==> config.mk <==
export PLATFORM = sky130hd
export DESIGN_NAME = uie_irq_ctrl
export DESIGN_NICKNAME = d
export VERILOG_FILES = /design/src/pkg/uie_pkg.sv /design/src/design/uie_irq_ctrl.sv
export VERILOG_INCLUDE_DIRS = /design/src /design/src/pkg
export SDC_FILE = /design/constraint.sdc
export NUM_CORES = 1
export LEC_CHECK = 0
export ABC_CLOCK_PERIOD_IN_PS = 6300
export BUFFER_PORTS_ARGS = -buffer_cell sky130_fd_sc_hd__buf_2
export CAP_MARGIN = 10
export CORE_MARGIN = 4
export CORE_UTILIZATION = 30
export DETAILED_ROUTE_END_ITERATION = 12
export GPL_TIMING_DRIVEN = 0
export PLACE_DENSITY = 0.55
export SLEW_MARGIN = 40
export SYNTH_ARGS = -nofsm -noshare
export SYNTH_HDL_FRONTEND = slang
export SYNTH_SLANG_ARGS = --single-unit
==> constraint.sdc <==
create_clock -name clk -period 6.3 [get_ports clk]
set_input_delay 1.89 -clock clk [delete_from_list [all_inputs] [get_ports clk]]
set_output_delay 1.89 -clock clk [all_outputs]
set_load 0.05 [all_outputs]
==> src/pkg/uie_params.svh <==
// Offsets, field positions, reset values and timing counts of the USB interrupt enable/error block.
// Assumes inclusion by the package and the design module; APB with 32-bit data.
// Notes on behaviour
// - Eight RW event enables, bits 7..0, gate the matching event flags.
// - Enable bit 0 means bus reset in device mode, detach in host mode.
// - Error conditions reach the interrupt only while event enable bit 1 is set.
// - Error flags set by hardware, cleared by writing one; zero after reset.
// - Bit 7 flags a bit stuffing violation; the packet is rejected.
// - Bit 6 flags an invalid descriptor table base or buffer address.
// - Bit 5 flags a DMA overflow, underflow or truncated receive.
// - Bit 4 flags more than sixteen idle bit times after an end of packet.
// - Bit 3 flags a data field that is not a whole number of bytes.
// - Bit 2 flags a data packet CRC16 failure; the packet is rejected.
// - In device mode bit 1 flags a token rejected for CRC5 failure.
// - In host mode bit 1 flags an end-of-frame error at frame countdown zero.
// - Error enable register, eight RW bits aligned with the flags, reset zero.
// - Bits 31..8 read zero and ignore writes.
// - The summary error event flag sets only for enabled error conditions.
// - General event flags are sticky, hardware set, cleared by writing one.
`ifndef UIE_PARAMS_SVH
`define UIE_PARAMS_SVH

`define UIE_OFF_EVENT_FLAGS  12'h000
`define UIE_OFF_EVENT_ENABLE 12'h010
`define UIE_OFF_ERROR_FLAGS  12'h020
`define UIE_OFF_ERROR_ENABLE 12'h030
`define UIE_OFF_MODE         12'h040

`define UIE_REG_W            8
`define UIE_BIT_ERROR_EVENT  1
`define UIE_BIT_TURNAROUND   4
`define UIE_BIT_SHARED_ERR   1
`define UIE_RESET_VAL        8'h00
`define UIE_TURNAROUND_BITS  16

`endif

==> src/pkg/uie_pkg.sv <==
// Types shared by the USB interrupt enable/error block.
// Assumes the constants header is on the include path.
package uie_pkg;
  `include "uie_params.svh"

  typedef logic [`UIE_REG_W-1:0] uie_byte_t;

  typedef struct packed {
    uie_byte_t event_flags;
    uie_byte_t event_enable;
    uie_byte_t error_flags;
    uie_byte_t error_enable;
    logic      host_mode;
    logic      prdata_valid;
    logic [31:0] prdata;
  } uie_state_t;
endpackage

==> src/design/uie_irq_ctrl.sv <==
// USB interrupt enable and error reporting logic with an APB register slave.
// Assumes the protocol engine gives one-cycle event and error pulses on clk.
//
// The APB slave port and the register offsets are this design's own decisions.
`timescale 1ns/1ps
`include "uie_params.svh"

module uie_irq_ctrl
  import uie_pkg::*;
(
  input  wire logic        clk,
  input  wire logic        rst_n,
  input  wire logic        psel,
  input  wire logic        penable,
  input  wire logic        pwrite,
  input  wire logic [11:0] paddr,
  input  wire logic [31:0] pwdata,
  input  wire logic [3:0]  pstrb,
  output logic      [31:0] prdata,
  output logic             pready,
  output logic             pslverr,
  input  wire logic [7:0]  event_pulse,
  input  wire logic [7:0]  error_pulse,
  output logic             host_mode,
  output logic             packet_reject,
  output logic             module_irq
);

  // ************************************************************
  // Helpers
  // ************************************************************
  function automatic logic [31:0] uie_zext(input uie_byte_t v);
    uie_zext = {24'h00_0000, v};
  endfunction

  uie_state_t state_reg;
  uie_state_t state_next;
  logic       wr_acc;
  logic       rd_acc;
  logic       addr_hit;
  uie_byte_t  wbyte;
  uie_byte_t  err_set;
  uie_byte_t  ev_set;

  assign wr_acc  = psel && penable && pwrite;
  assign rd_acc  = psel && penable && !pwrite;
  assign wbyte   = pstrb[0] ? pwdata[7:0] : `UIE_RESET_VAL;
  assign addr_hit = (paddr == `UIE_OFF_EVENT_FLAGS) || (paddr == `UIE_OFF_EVENT_ENABLE)
                 || (paddr == `UIE_OFF_ERROR_FLAGS) || (paddr == `UIE_OFF_ERROR_ENABLE)
                 || (paddr == `UIE_OFF_MODE);

  // ************************************************************
  // Next state
  // ************************************************************
  always_comb
  begin
    state_next = state_reg;
    // Error causes ..arrive on their positions; bit 1 is CRC5 or EOF by mode
    err_set = error_pulse;
    ev_set = event_pulse;
    // Summary error event only from enabled errors
    ev_set[`UIE_BIT_ERROR_EVENT] = |(err_set & state_reg.error_enable);
    state_next.prdata_valid = 1'b0;
    if (wr_acc)
    begin
      unique case (paddr)
        `UIE_OFF_EVENT_FLAGS:  state_next.event_flags  = state_reg.event_flags & ~wbyte;
        `UIE_OFF_EVENT_ENABLE: state_next.event_enable = wbyte;
        `UIE_OFF_ERROR_FLAGS:  state_next.error_flags  = state_reg.error_flags & ~wbyte;
        `UIE_OFF_ERROR_ENABLE: state_next.error_enable = wbyte;
        `UIE_OFF_MODE:         state_next.host_mode    = wbyte[0];
        default:               state_next.host_mode    = state_reg.host_mode;
      endcase
    end
    // Set after clear so a same-cycle event wins
    state_next.error_flags = state_next.error_flags | err_set;
    state_next.event_flags = state_next.event_flags | ev_set;
    state_next.prdata = 32'h0000_0000;
    if (rd_acc)
    begin
      unique case (paddr)
        `UIE_OFF_EVENT_FLAGS:  state_next.prdata = uie_zext(state_reg.event_flags);
        `UIE_OFF_EVENT_ENABLE: state_next.prdata = uie_zext(state_reg.event_enable);
        `UIE_OFF_ERROR_FLAGS:  state_next.prdata = uie_zext(state_reg.error_flags);
        `UIE_OFF_ERROR_ENABLE: state_next.prdata = uie_zext(state_reg.error_enable);
        `UIE_OFF_MODE:         state_next.prdata = {31'h0000_0000, state_reg.host_mode};
        default:               state_next.prdata = 32'h0000_0000;
      endcase
      // Read data is registered, so the second access cycle answers
      state_next.prdata_valid = !state_reg.prdata_valid;
    end
  end

  always_ff @(posedge clk)
  begin
    if (!rst_n)
    begin
      state_reg <= '0;
    end
    else
    begin
      state_reg <= state_next;
    end
  end

  // ************************************************************
  // Outputs
  // ************************************************************
  // Reads take one wait state so that read data comes from flip-flops; writes take none
  assign prdata        = state_reg.prdata;
  assign pready        = !rd_acc || state_reg.prdata_valid;
  assign pslverr       = psel && penable && !addr_hit;
  assign host_mode     = state_reg.host_mode;
  assign packet_reject = error_pulse[7] || error_pulse[2];
  // Error bit propagates only through its enable at bit 1
  assign module_irq    = |(state_reg.event_flags & state_reg.event_enable);

  // ************************************************************
  // Assertions
  // ************************************************************
  a_irq_from_flags: assert property (@(posedge clk) disable iff (!rst_n)
    module_irq == |(state_reg.event_flags & state_reg.event_enable))
    else $error("Interrupt does not match flags and enables");

  a_err_gate_bit: assert property (@(posedge clk) disable iff (!rst_n)
    (state_reg.event_flags == 8'h02 && !state_reg.event_enable[1]) |-> !module_irq)
    else $error("Error event raised interrupt while disabled");

  a_err_flag_set: assert property (@(posedge clk) disable iff (!rst_n)
    error_pulse[4] |=> state_reg.error_flags[4])
    else $error("Error flag lost its set");

  a_w1c_clears: assert property (@(posedge clk) disable iff (!rst_n)
    (wr_acc && paddr == `UIE_OFF_ERROR_FLAGS && pstrb[0] && pwdata[0] && !error_pulse[0])
      |=> !state_reg.error_flags[0])
    else $error("Write one did not clear error flag");

  a_flag_sticky: assert property (@(posedge clk) disable iff (!rst_n)
    (state_reg.error_flags[7] && !(wr_acc && paddr == `UIE_OFF_ERROR_FLAGS)) |=> state_reg.error_flags[7])
    else $error("Error flag dropped without a clear");

  a_summary_gate: assert property (@(posedge clk) disable iff (!rst_n)
    (error_pulse != 8'h00 && (error_pulse & state_reg.error_enable) == 8'h00 && !event_pulse[1]
      && !state_reg.event_flags[1] && !wr_acc) |=> !state_reg.event_flags[1])
    else $error("Summary flag set by a disabled error");

  a_summary_set: assert property (@(posedge clk) disable iff (!rst_n)
    ((error_pulse & state_reg.error_enable) != 8'h00) |=> state_reg.event_flags[1])
    else $error("Summary flag missed an enabled error");

  a_upper_zero: assert property (@(posedge clk) disable iff (!rst_n)
    rd_acc |-> prdata[31:8] == 24'h00_0000)
    else $error("Upper bits read non-zero");

  a_enable_write: assert property (@(posedge clk) disable iff (!rst_n)
    (wr_acc && paddr == `UIE_OFF_ERROR_ENABLE && pstrb[0]) |=> state_reg.error_enable == $past(pwdata[7:0]))
    else $error("Error enable write not stored");

  a_read_wait: assert property (@(posedge clk) disable iff (!rst_n)
    (rd_acc && !state_reg.prdata_valid) |-> !pready)
    else $error("Read answered before its data was registered");

  a_reject_echo: assert property (@(posedge clk) disable iff (!rst_n)
    packet_reject == (error_pulse[7] || error_pulse[2]))
    else $error("Packet reject does not follow bit stuff or CRC16 error");

  a_event_sticky: assert property (@(posedge clk) disable iff (!rst_n)
    (state_reg.event_flags[7] && !(wr_acc && paddr == `UIE_OFF_EVENT_FLAGS)) |=> state_reg.event_flags[7])
    else $error("Event flag dropped without a clear");

  a_reset_clear: assert property (@(posedge clk)
    !rst_n |=> (state_reg.error_flags == 8'h00 && state_reg.error_enable == 8'h00))
    else $error("Registers not cleared by reset");

  c_read_wait: cover property (@(posedge clk) disable iff (!rst_n) rd_acc && state_reg.prdata_valid);
  c_err_irq:   cover property (@(posedge clk) disable iff (!rst_n) error_pulse[2] ##2 module_irq);
  c_clear_hit: cover property (@(posedge clk) disable iff (!rst_n)
    wr_acc && paddr == `UIE_OFF_ERROR_FLAGS && error_pulse != 8'h00);
  c_host_eof:  cover property (@(posedge clk) disable iff (!rst_n) host_mode && error_pulse[1]);

endmodule // uie_irq_ctrl

== After elaboration in Yosys (flattened, before gate mapping) ==
Index checks and enable logic that the tools add are counted.
Storage, ports and cells
  flip-flop bits (word level): 66
Operators by class
  reduce and logical (&&, ||, !) cells: 21
  equality and inequality tests: 4
  bitwise operators: 7
  multiplexer cells: 8
Operator list (count)
  $mux 8: 5
  $pmux 8 s5: 1
  $mux 33: 1
  $and 8x8->8: 4
  $eq 12x6->1 const B: 2
  $or 8x8->8: 2
  $reduce_or 8->1: 2
  $eq 12x5->1 const B: 1
  $eq 12x7->1 const B: 1
  $logic_not 12->1: 1
  $not 8->8: 1
  $reduce_and 2->1: 4
  $logic_or 1x1->1: 6
  $logic_and 1x1->1: 4
  $logic_not 1->1: 4
  $mux 1: 1

== Depth between registers and ports, before layout ==
Gate-level depths: netlist of the first run.
  depth in word-level cells: 7
  depth in mapped cells: 6
  gate-level depth less buffers: 4

== Least setup slack after synthesis of the first run ==
Ideal clock, no wire load.
  kind: input port to output port
  start point: input paddr[1]
  end point: output pslverr
  path slack: 1.159 ns
  arrival time: 3.251 ns
  cell stages on the path: 4
  data required time: 4.410 ns
  path through: or4_1 -> buf_2 -> nor3_1 -> a21oi_1
Between the ends
  word-level cells in the longest chain between the ends: 7
RTL lines
  start: declaration: line uie_irq_ctrl.sv:16  | input wire logic [11:0] paddr,
  $eq 12x5->1 or $logic_not 12->1 (tied branches)
  $logic_or 1x1->1 (3 in a row): line uie_irq_ctrl.sv:48  | assign addr_hit = (paddr == `UIE_OFF_EVENT_FLAGS) || (paddr == `UIE_OFF_EVENT_ENABLE)
  $logic_or 1x1->1 (*): line uie_irq_ctrl.sv:48
  $logic_not 1->1 (*): line uie_irq_ctrl.sv:112  | assign pslverr = psel && penable && !addr_hit;
  $logic_and 1x1->1 (*): line uie_irq_ctrl.sv:112
  end: declaration: line uie_irq_ctrl.sv:21  | output logic pslverr,
Every way passes the cells marked *; elsewhere a longest branch is shown, timed or not.

== Worst setup path in the final report of the first run ==
Ends and elaborated chain as after synthesis.

==> insert_results.sql, run 1 <==
INSERT INTO impl_metrics (metric_group, metric, value, unit) VALUES
('run_status', 'run_status', 'completed', ''),
('timing', 'final_number_of_hold_violating_endpoints', '0', ''),
('cts', 'clk_transition_reported_paths', '0.08', 'ns'),
('floorplan', 'fp.dieArea', '0.008770', 'mm2'),
('pwr', 'power_leakage', '0.001189', 'uW'),
('min_path', 'timing.hold.worst.start', 'state_reg[52]', ''),
('critical_path', 'timing.critical_path.fanout_max', '4', ''),
('final_layout', 'layout.nets', '406', ''),
('critical_path', 'cell_type_group_with_the_largest_total_delay_on_the_critical_path', 'simple AND/OR/NAND/NOR gates', ''),
('timing', 'report.final.slew_viol_count', '0', ''),
('critical_path', 'critical_path.reg2reg.startpoint', 'state_reg[36]', ''),
('cts', 'cts_tree', 'built', ''),
('yosys', 'ys_seq_elements', '42', ''),
('critical_path', 'worstSetupStartpoint', 'paddr[1]', ''),
('cts', 'hold_fix_buffers_cts', '0', ''),
('global_route', 'first_global_vias', '1896', ''),
('timing', 'worst_clock_skew', '0.004432', 'ns'),
('global_route', 'grt_busiest_layer', 'met2', ''),
('timing', 'slew_headroom', '0.4801', ''),
('final_layout', 'largest_register_ff_count', '33', ''),
('timing', 'final_setup_violation_count', '0', ''),
('critical_path', 'cp_data_required_time', '4.41', 'ns'),
('critical_path', 'worstRegToRegCells', '4', ''),
('drt', 'antenna_left', '0', ''),
('cts', 'cts.htree.levels', '2', ''),
('critical_path', 'largest_stage_delay_on_the_critical_path', '0.51', 'ns'),
('timing', 'fin_tns_setup', '0', 'ns'),
('pwr', 'total_power', '558.9', 'uW'),
('yosys', 'ys_async_sr_fraction', '0', ''),
('final_layout', 'layout.cells.most_common_list', 'buf_2 (54), dfxtp_1 (42), buf_4 (32)', ''),
('floorplan', 'die_h', '93.65', 'um'),
('critical_path', 'timing.critical_path.arrival', '3.39', 'ns'),
('global_route', 'gr-usage-met3', '0.02404', ''),
('timing', 'tightestPinTransition', '0.7738', 'ns'),
('critical_path', 'path_cells', 'buf_2 > or4_1 > buf_2 > nor3_1 > a21oi_1 > buf_2', ''),
('drt', 'drt-pass1-iter-count', '4', ''),
('place', 'place_inst', '426', ''),
('place', 'gp_congestion', '0.7999', ''),
('yosys', 'synthesis.yosys.warnings', '0', ''),
('flow_run', 'cap_viol_max_count', '0', ''),
('yosys', 'synth.area.top_cells', 'dfxtp_1 (38%), mux2i_1 (12%), buf_4 (11%)', ''),
('timing', 'post_layout_worst_setup_margin', '1.024', 'ns'),
('timing', 'max_freq', '189.5', 'MHz'),
('critical_path', 'cp.depth', '6', ''),
('pwr', 'powerDensity', '203.0', 'mW/mm2'),
('global_route', 'grt_pass1_wl', '9.604', 'mm'),
('yosys', 'postSynthAreaPerCell', '8.597', 'um2'),
('cts', 'cts_resized', '0', ''),
('place', 'port_buffers', '51', ''),
('floorplan', 'starting_density_of_the_core', '0.3169', ''),
('critical_path', 'cpMostUsedCell', 'buf_2', ''),
('cts', 'tritoncts.num_buffers', '5', ''),
('critical_path', 'crit_path_end_kind', 'output port', ''),
('place', 'preCtsSetupSlack', '1.009', 'ns'),
('drt', 'via_per_inst', '4.514', ''),
('place', 'dp_hpwl', '4.842', 'mm'),
('timing', 'setup_repair_after_global_routing_missed_its_margin', 'false', ''),
('yosys', 'portion_of_the_post_synthesis_area_used_by_sequential_elements', '0.3820', ''),
('cts', 'cts_buffer_depth', '2', ''),
('critical_path', 'r2r_slack', '5.07', 'ns'),
('yosys', 'synthDominantAreaCellType', 'dfxtp_1', ''),
('drt', 'drcViolationCount', '0', ''),
('yosys', 'synth-edff-count', '0', ''),
('cts', 'clkSinkCount', '42', ''),
('floorplan', 'fp.coreArea', '0.006944', 'mm2'),
('yosys', 'post_synth_instance_area', '0.002201', 'mm2'),
('final_layout', 'instances_no_fill', '434', ''),
('min_path', 'worst_hold_path_type', 'register to register', ''),
('yosys', 'netlist_instances', '256', ''),
('final_layout', 'layout_commonest_cell', 'buf_2', ''),
('cts', 'cts.repair_timing.setup_buffer_count', '0', '');
[worst min-delay path: cells and delay by family, from the launching register on]
kind          cells  cell delay, ns
flops             1            0.33
mux               1            0.05
simple gates      1            0.06
[power by group]
group          internal (uW)  leakage, uW  switching [uW]
logic                   31.4     0.000797            68.9
registers                272     0.000343            4.74
clock network           88.5    0.0000482            93.1
[stage by stage]
| step | hold WS, ns | area (um2) |
|---|---|---|
| after floorplan | 0.4471 | 2287 |
| after global placement | 0.4603 | 2663 |
| after detailed placement | 0.4679 | 2663 |
| after CTS | 0.4788 | 2754 |
| after global routing | 0.4954 | 2754 |
| final | 0.4769 | 2754 |
[worst max path at each step]
stage	slack, ns	endpoint
final	1.02	pslverr
after global routing	0.94	pslverr
after CTS	1.01	pslverr
after detailed placement	1.01	pslverr
after global placement	1.03	pslverr
after floorplan	1.16	pslverr
[kinds of logic after synthesis]
family          synth area share
simple gates              0.1853
compound gates            0.1643
buf+inv                   0.1484
flops                     0.3820
mux                       0.1182
other cells             0.001704
[area by class of cell]
class	count	share of cell area
sequential	42	0.3053
inverter	3	0.004089
multi-input combinational	187	0.4066
clock buffer	7	0.03135
buffer	47	0.1145
clock inverter	1	0.001817
tap	96	0.04362
timing repair buffer	51	0.09269
[Yosys cell counts, types with 2 or more instances]
cell / instances
nand3_1: 9
buf_1: 2
inv_1: 3
o21ai_0: 15
nand4_1: 3
clkbuf_1: 8
buf_4: 32
o2bb2ai_1: 6
a22oi_1: 14
mux2i_1: 26
or4_1: 2
nor3_1: 17
a21oi_1: 16
buf_6: 2
nand2_1: 27
nand2b_1: 2
nor2_1: 11
and3_1: 2
buf_2: 3
or2_2: 3
dfxtp_1: 42
[layer usage]
layer  routed length [um]  vias to the layer above
li1                     -                     1021
met1                 2727                      867
met2                 2903                       65
met3                  390                        6
met4                   63                        0
met5                    0                        -
(Power assumes the default switching activity.)
==> run 2: changes to the inputs <==
ABC_AREA = 1   (was unset)
ABC_CLOCK_PERIOD_IN_PS = 4700   (was 6300)
PLACE_DENSITY = 0.56   (was 0.55)
clock period = 4.7 ns   (was 6.3 ns; I/O delays follow)
==> insert_results.sql, run 2 <==
INSERT INTO impl_metrics (metric_group, metric, value, unit) VALUES
('floorplan', 'fp.coreArea', '0.007408', 'mm2'),
('final_layout', 'layout.cells.most_common_list', 'nand2_1 (62), buf_2 (54), dfxtp_1 (42)', ''),
('cts', 'cts_root_buf', 'clkbuf_8', ''),
('global_route', 'first_global_vias', '2099', ''),
('place', 'gp_congestion', '0.8576', ''),
('place', 'dp_hpwl', '5.030', 'mm'),
('pwr', 'power.share.combinational', '0.170', ''),
('global_route', 'grt_start_max_net_pins', '13', ''),
('final_layout', 'fillerInstances', '799', ''),
('timing', 'setup_repair_after_global_routing_missed_its_margin', 'false', ''),
('drt', 'detail_route.wl_per_cell', '12.08', 'um'),
('yosys', 'commonest_cells_in_the_synthesized_netlist', 'nand2_1 (62), dfxtp_1 (42), nand3_1 (38)', ''),
('cts', 'cts.htree.levels', '2', ''),
('yosys', 'post-synth-top-area-fraction', '0.3592', ''),
('drt', 'antenna_left', '0', ''),
('yosys', 'most_common_flop_cell_mapped_by_yosys', 'dfxtp_1', ''),
('yosys', 'post_synth_instance_area', '0.002341', 'mm2'),
('timing', 'report.final.slew_viol_count', '0', ''),
('drt', 'via_per_inst', '4.249', ''),
('timing', 'worst_clock_skew', '0.006590', 'ns'),
('critical_path', 'crit_path_end_kind', 'output port', ''),
('timing', 'final_setup_violation_count', '0', ''),
('final_layout', 'layout.nets', '484', ''),
('place', 'port_buffers', '52', ''),
('yosys', 'postSynthAreaPerCell', '7.030', 'um2'),
('final_layout', 'antennaDiodeCount', '0', ''),
('global_route', 'grt_pass1_wl', '10.18', 'mm'),
('final_layout', 'drive_gt1_frac', '0.2692', ''),
('drt', 'drt-pass1-iter-count', '4', ''),
('critical_path', 'timing.critical_path.fanout_max', '9', ''),
('cts', 'clk_transition_reported_paths', '0.08', 'ns'),
('drt', 'vias', '2188', ''),
('floorplan', 'die_h', '96.34', 'um'),
('drt', 'sum_of_met2_wire_segment_lengths_after_detailed_routing', '2.822', 'mm'),
('cts', 'clkSinkCount', '42', ''),
('pwr', 'powerDensity', '252.8', 'mW/mm2'),
('pwr', 'internal_power', '521.9', 'uW'),
('floorplan', 'fp.dieArea', '0.009280', 'mm2'),
('timing', 'final_number_of_hold_violating_endpoints', '0', ''),
('critical_path', 'timing.critical_path.arrival', '2.58', 'ns'),
('cts', 'cts_tree', 'built', ''),
('pwr', 'netSwitchingFraction', '0.2887', ''),
('min_path', 'worst_hold_path_type', 'register to register', ''),
('floorplan', 'row_count', '31', ''),
('cts', 'cts_buffer_depth', '2', ''),
('pwr', 'power_leakage', '0.001478', 'uW'),
('yosys', 'synth.distinct_cells', '28', ''),
('cts', 'hold_fix_buffers_cts', '0', ''),
('pwr', 'pwr-share-seq', '0.505', ''),
('yosys', 'ys_async_sr_fraction', '0', ''),
('global_route', 'global_route.overflow_total', '0', ''),
('pwr', 'max-vdd-ir-drop', '93.46', 'uV'),
('yosys', 'synthDominantAreaCellType', 'dfxtp_1', ''),
('floorplan', 'die_width', '96.34', 'um'),
('cts', 'clkLatencyLatePin', '0.29', 'ns'),
('drt', 'wl_met3', '373', 'um'),
('yosys', 'synthesis.yosys.warnings', '0', ''),
('pwr', 'switching_power', '211.8', 'uW'),
('drt', 'routedLengthMet1', '2.902', 'mm'),
('yosys', 'portion_of_the_post_synthesis_area_used_by_sequential_elements', '0.3592', ''),
('yosys', 'netlist_instances', '333', ''),
('yosys', 'synth.area.top_cells', 'dfxtp_1 (36%), buf_4 (10%), nand2_1 (9.9%)', ''),
('timing', 'max_freq', '250.8', 'MHz'),
('timing', 'period_share', '0.8482', ''),
('cts', 'cts_resized', '0', ''),
('global_route', 'grt_antenna_before_repair', '0', ''),
('yosys', 'yosysMostFrequentCell', 'nand2_1', ''),
('drt', 'drtIter0Drc', '138', ''),
('drt', 'top_layer', 'met4', ''),
('final_layout', 'layout_commonest_cell', 'nand2_1', ''),
('pwr', 'pwr-share-clk', '0.325', ''),
('cts', 'cts.repair_timing.setup_buffer_count', '0', ''),
('cts', 'tritoncts.num_buffers', '5', ''),
('drt', 'route.final.wire_length', '6.223', 'mm'),
('flow_run', 'cap_viol_max_count', '0', ''),
('floorplan', 'pin_count', '106', ''),
('final_layout', 'flow.area_growth_from_synthesis', '24.00', '%'),
('place', 'preCtsSetupSlack', '0.7128', 'ns'),
('timing', 'fin_tns_setup', '0', 'ns'),
('global_route', 'gr-usage-all-layers', '0.1417', ''),
('critical_path', 'worst_setup_path_start_kind', 'input port', ''),
('timing', 'slew_headroom', '0.6274', ''),
('drt', 'drcViolationCount', '0', ''),
('run_status', 'run_status', 'completed', ''),
('final_layout', 'largest_register_ff_count', '33', ''),
('critical_path', 'timing_worst_setup_path_type', 'input port to output port', ''),
('yosys', 'ys_seq_elements', '42', ''),
('timing', 'post_layout_minimum_cycle_time', '3.987', 'ns'),
('timing', 'tightestPinTransition', '0.5589', 'ns'),
('critical_path', 'cp_data_required_time', '3.29', 'ns'),
('timing', 'post_layout_worst_setup_margin', '0.7133', 'ns'),
('yosys', 'synth-edff-count', '0', ''),
('floorplan', 'starting_density_of_the_core', '0.3160', '');
-- run 2: cell types whose count changed after synthesis, sizes merged, moves of 6 or more --
| cell | delta |
|---|---|
| o21ai | +8 |
| nand2 | +37 |
| mux2i | -26 |
| a22oi | -14 |
| nand3 | +32 |
| inv | +35 |
| nor3 | -16 |
| o2bb2ai | -6 |
| nor2 | +33 |
| a21oi | +14 |
-- run 2: critical path, cell delays in order --
cell and delay (ns):
buf_2 0.10, nor2_2 0.18, nand2_4 0.16, nor2_8 0.19, inv_2 0.05, o21ai_1 0.20
nor2_1 0.07, buf_2 0.21
-- run 2: power groups by stage --
stage               combinational (uW)  sequential, uW  clock [uW]
finish                             125             370         239
global route                       136             371         263
CTS                                125             370         244
detailed placement                 125             379           0
global placement                   123             378           0
floorplan                         95.2             377           0
-- run 2: cell families (layout without fill, tap and decap cells) --
| family | Yosys count | count (layout) | share of synthesized area |
|---|---|---|---|
| DFF | 42 | 42 | 0.3592 |
| other | 1 | 24 | 0.001602 |
| buffers and inverters | 80 | 140 | 0.1903 |
| and+or+nand+nor | 154 | 154 | 0.3250 |
| AOI/OAI and AO/OA | 56 | 56 | 0.1240 |
-- run 2: path summary, 6_finish.rpt --
| check | from | to | slack (ns) | cells past startpoint |
|---|---|---|---|---|
| setup / recovery | paddr[0] | pslverr | 0.71 | 8 |
| hold / removal | state_reg[32] | state_reg[32] | 0.48 | 2 |
| setup reg to reg | state_reg[40] | state_reg[59] | 3.78 | 4 |
| hold reg to reg | state_reg[32] | state_reg[32] | 0.48 | 2 |
-- run 2: per-layer routing --
| layer | vias to the layer above | track usage |
|---|---|---|
| li1 | 1169 | - |
| met2 | 64 | 0.2335 |
| met5 | - | 0 |
| met3 | 11 | 0.02033 |
| met1 | 944 | 0.1874 |
| met4 | 0 | 0.05140 |
-- run 2: through the flow --
stage | cells | hold slack, ns | util | power (uW) | area [um2]
2_1_floorplan | 356 | 0.4362 | - | 472.1 | 2427
3_3_place_gp | 507 | 0.4579 | 0.3795 | 501.2 | 2811
4_1_cts | 515 | 0.4750 | 0.3918 | 739.0 | 2903
3_5_place_dp | 507 | 0.4645 | 0.3795 | 503.1 | 2811
6_report | 515 | 0.4784 | 0.3918 | 733.7 | 2903
5_1_grt | 515 | 0.4926 | 0.3918 | 769.7 | 2903
-- run 2: layout make-up --
type | instances | area, um2 | share of cell area
Clock buffer | 7 | 86.33 | 0.02974
Tap cell | 99 | 123.9 | 0.04267
Buffer | 41 | 299.0 | 0.1030
Timing Repair Buffer | 52 | 260.3 | 0.08966
Inverter | 39 | 146.4 | 0.05043
Clock inverter | 1 | 5.005 | 0.001724
Multi-Input combinational cell | 234 | 1141 | 0.3931
Sequential cell | 42 | 840.8 | 0.2897
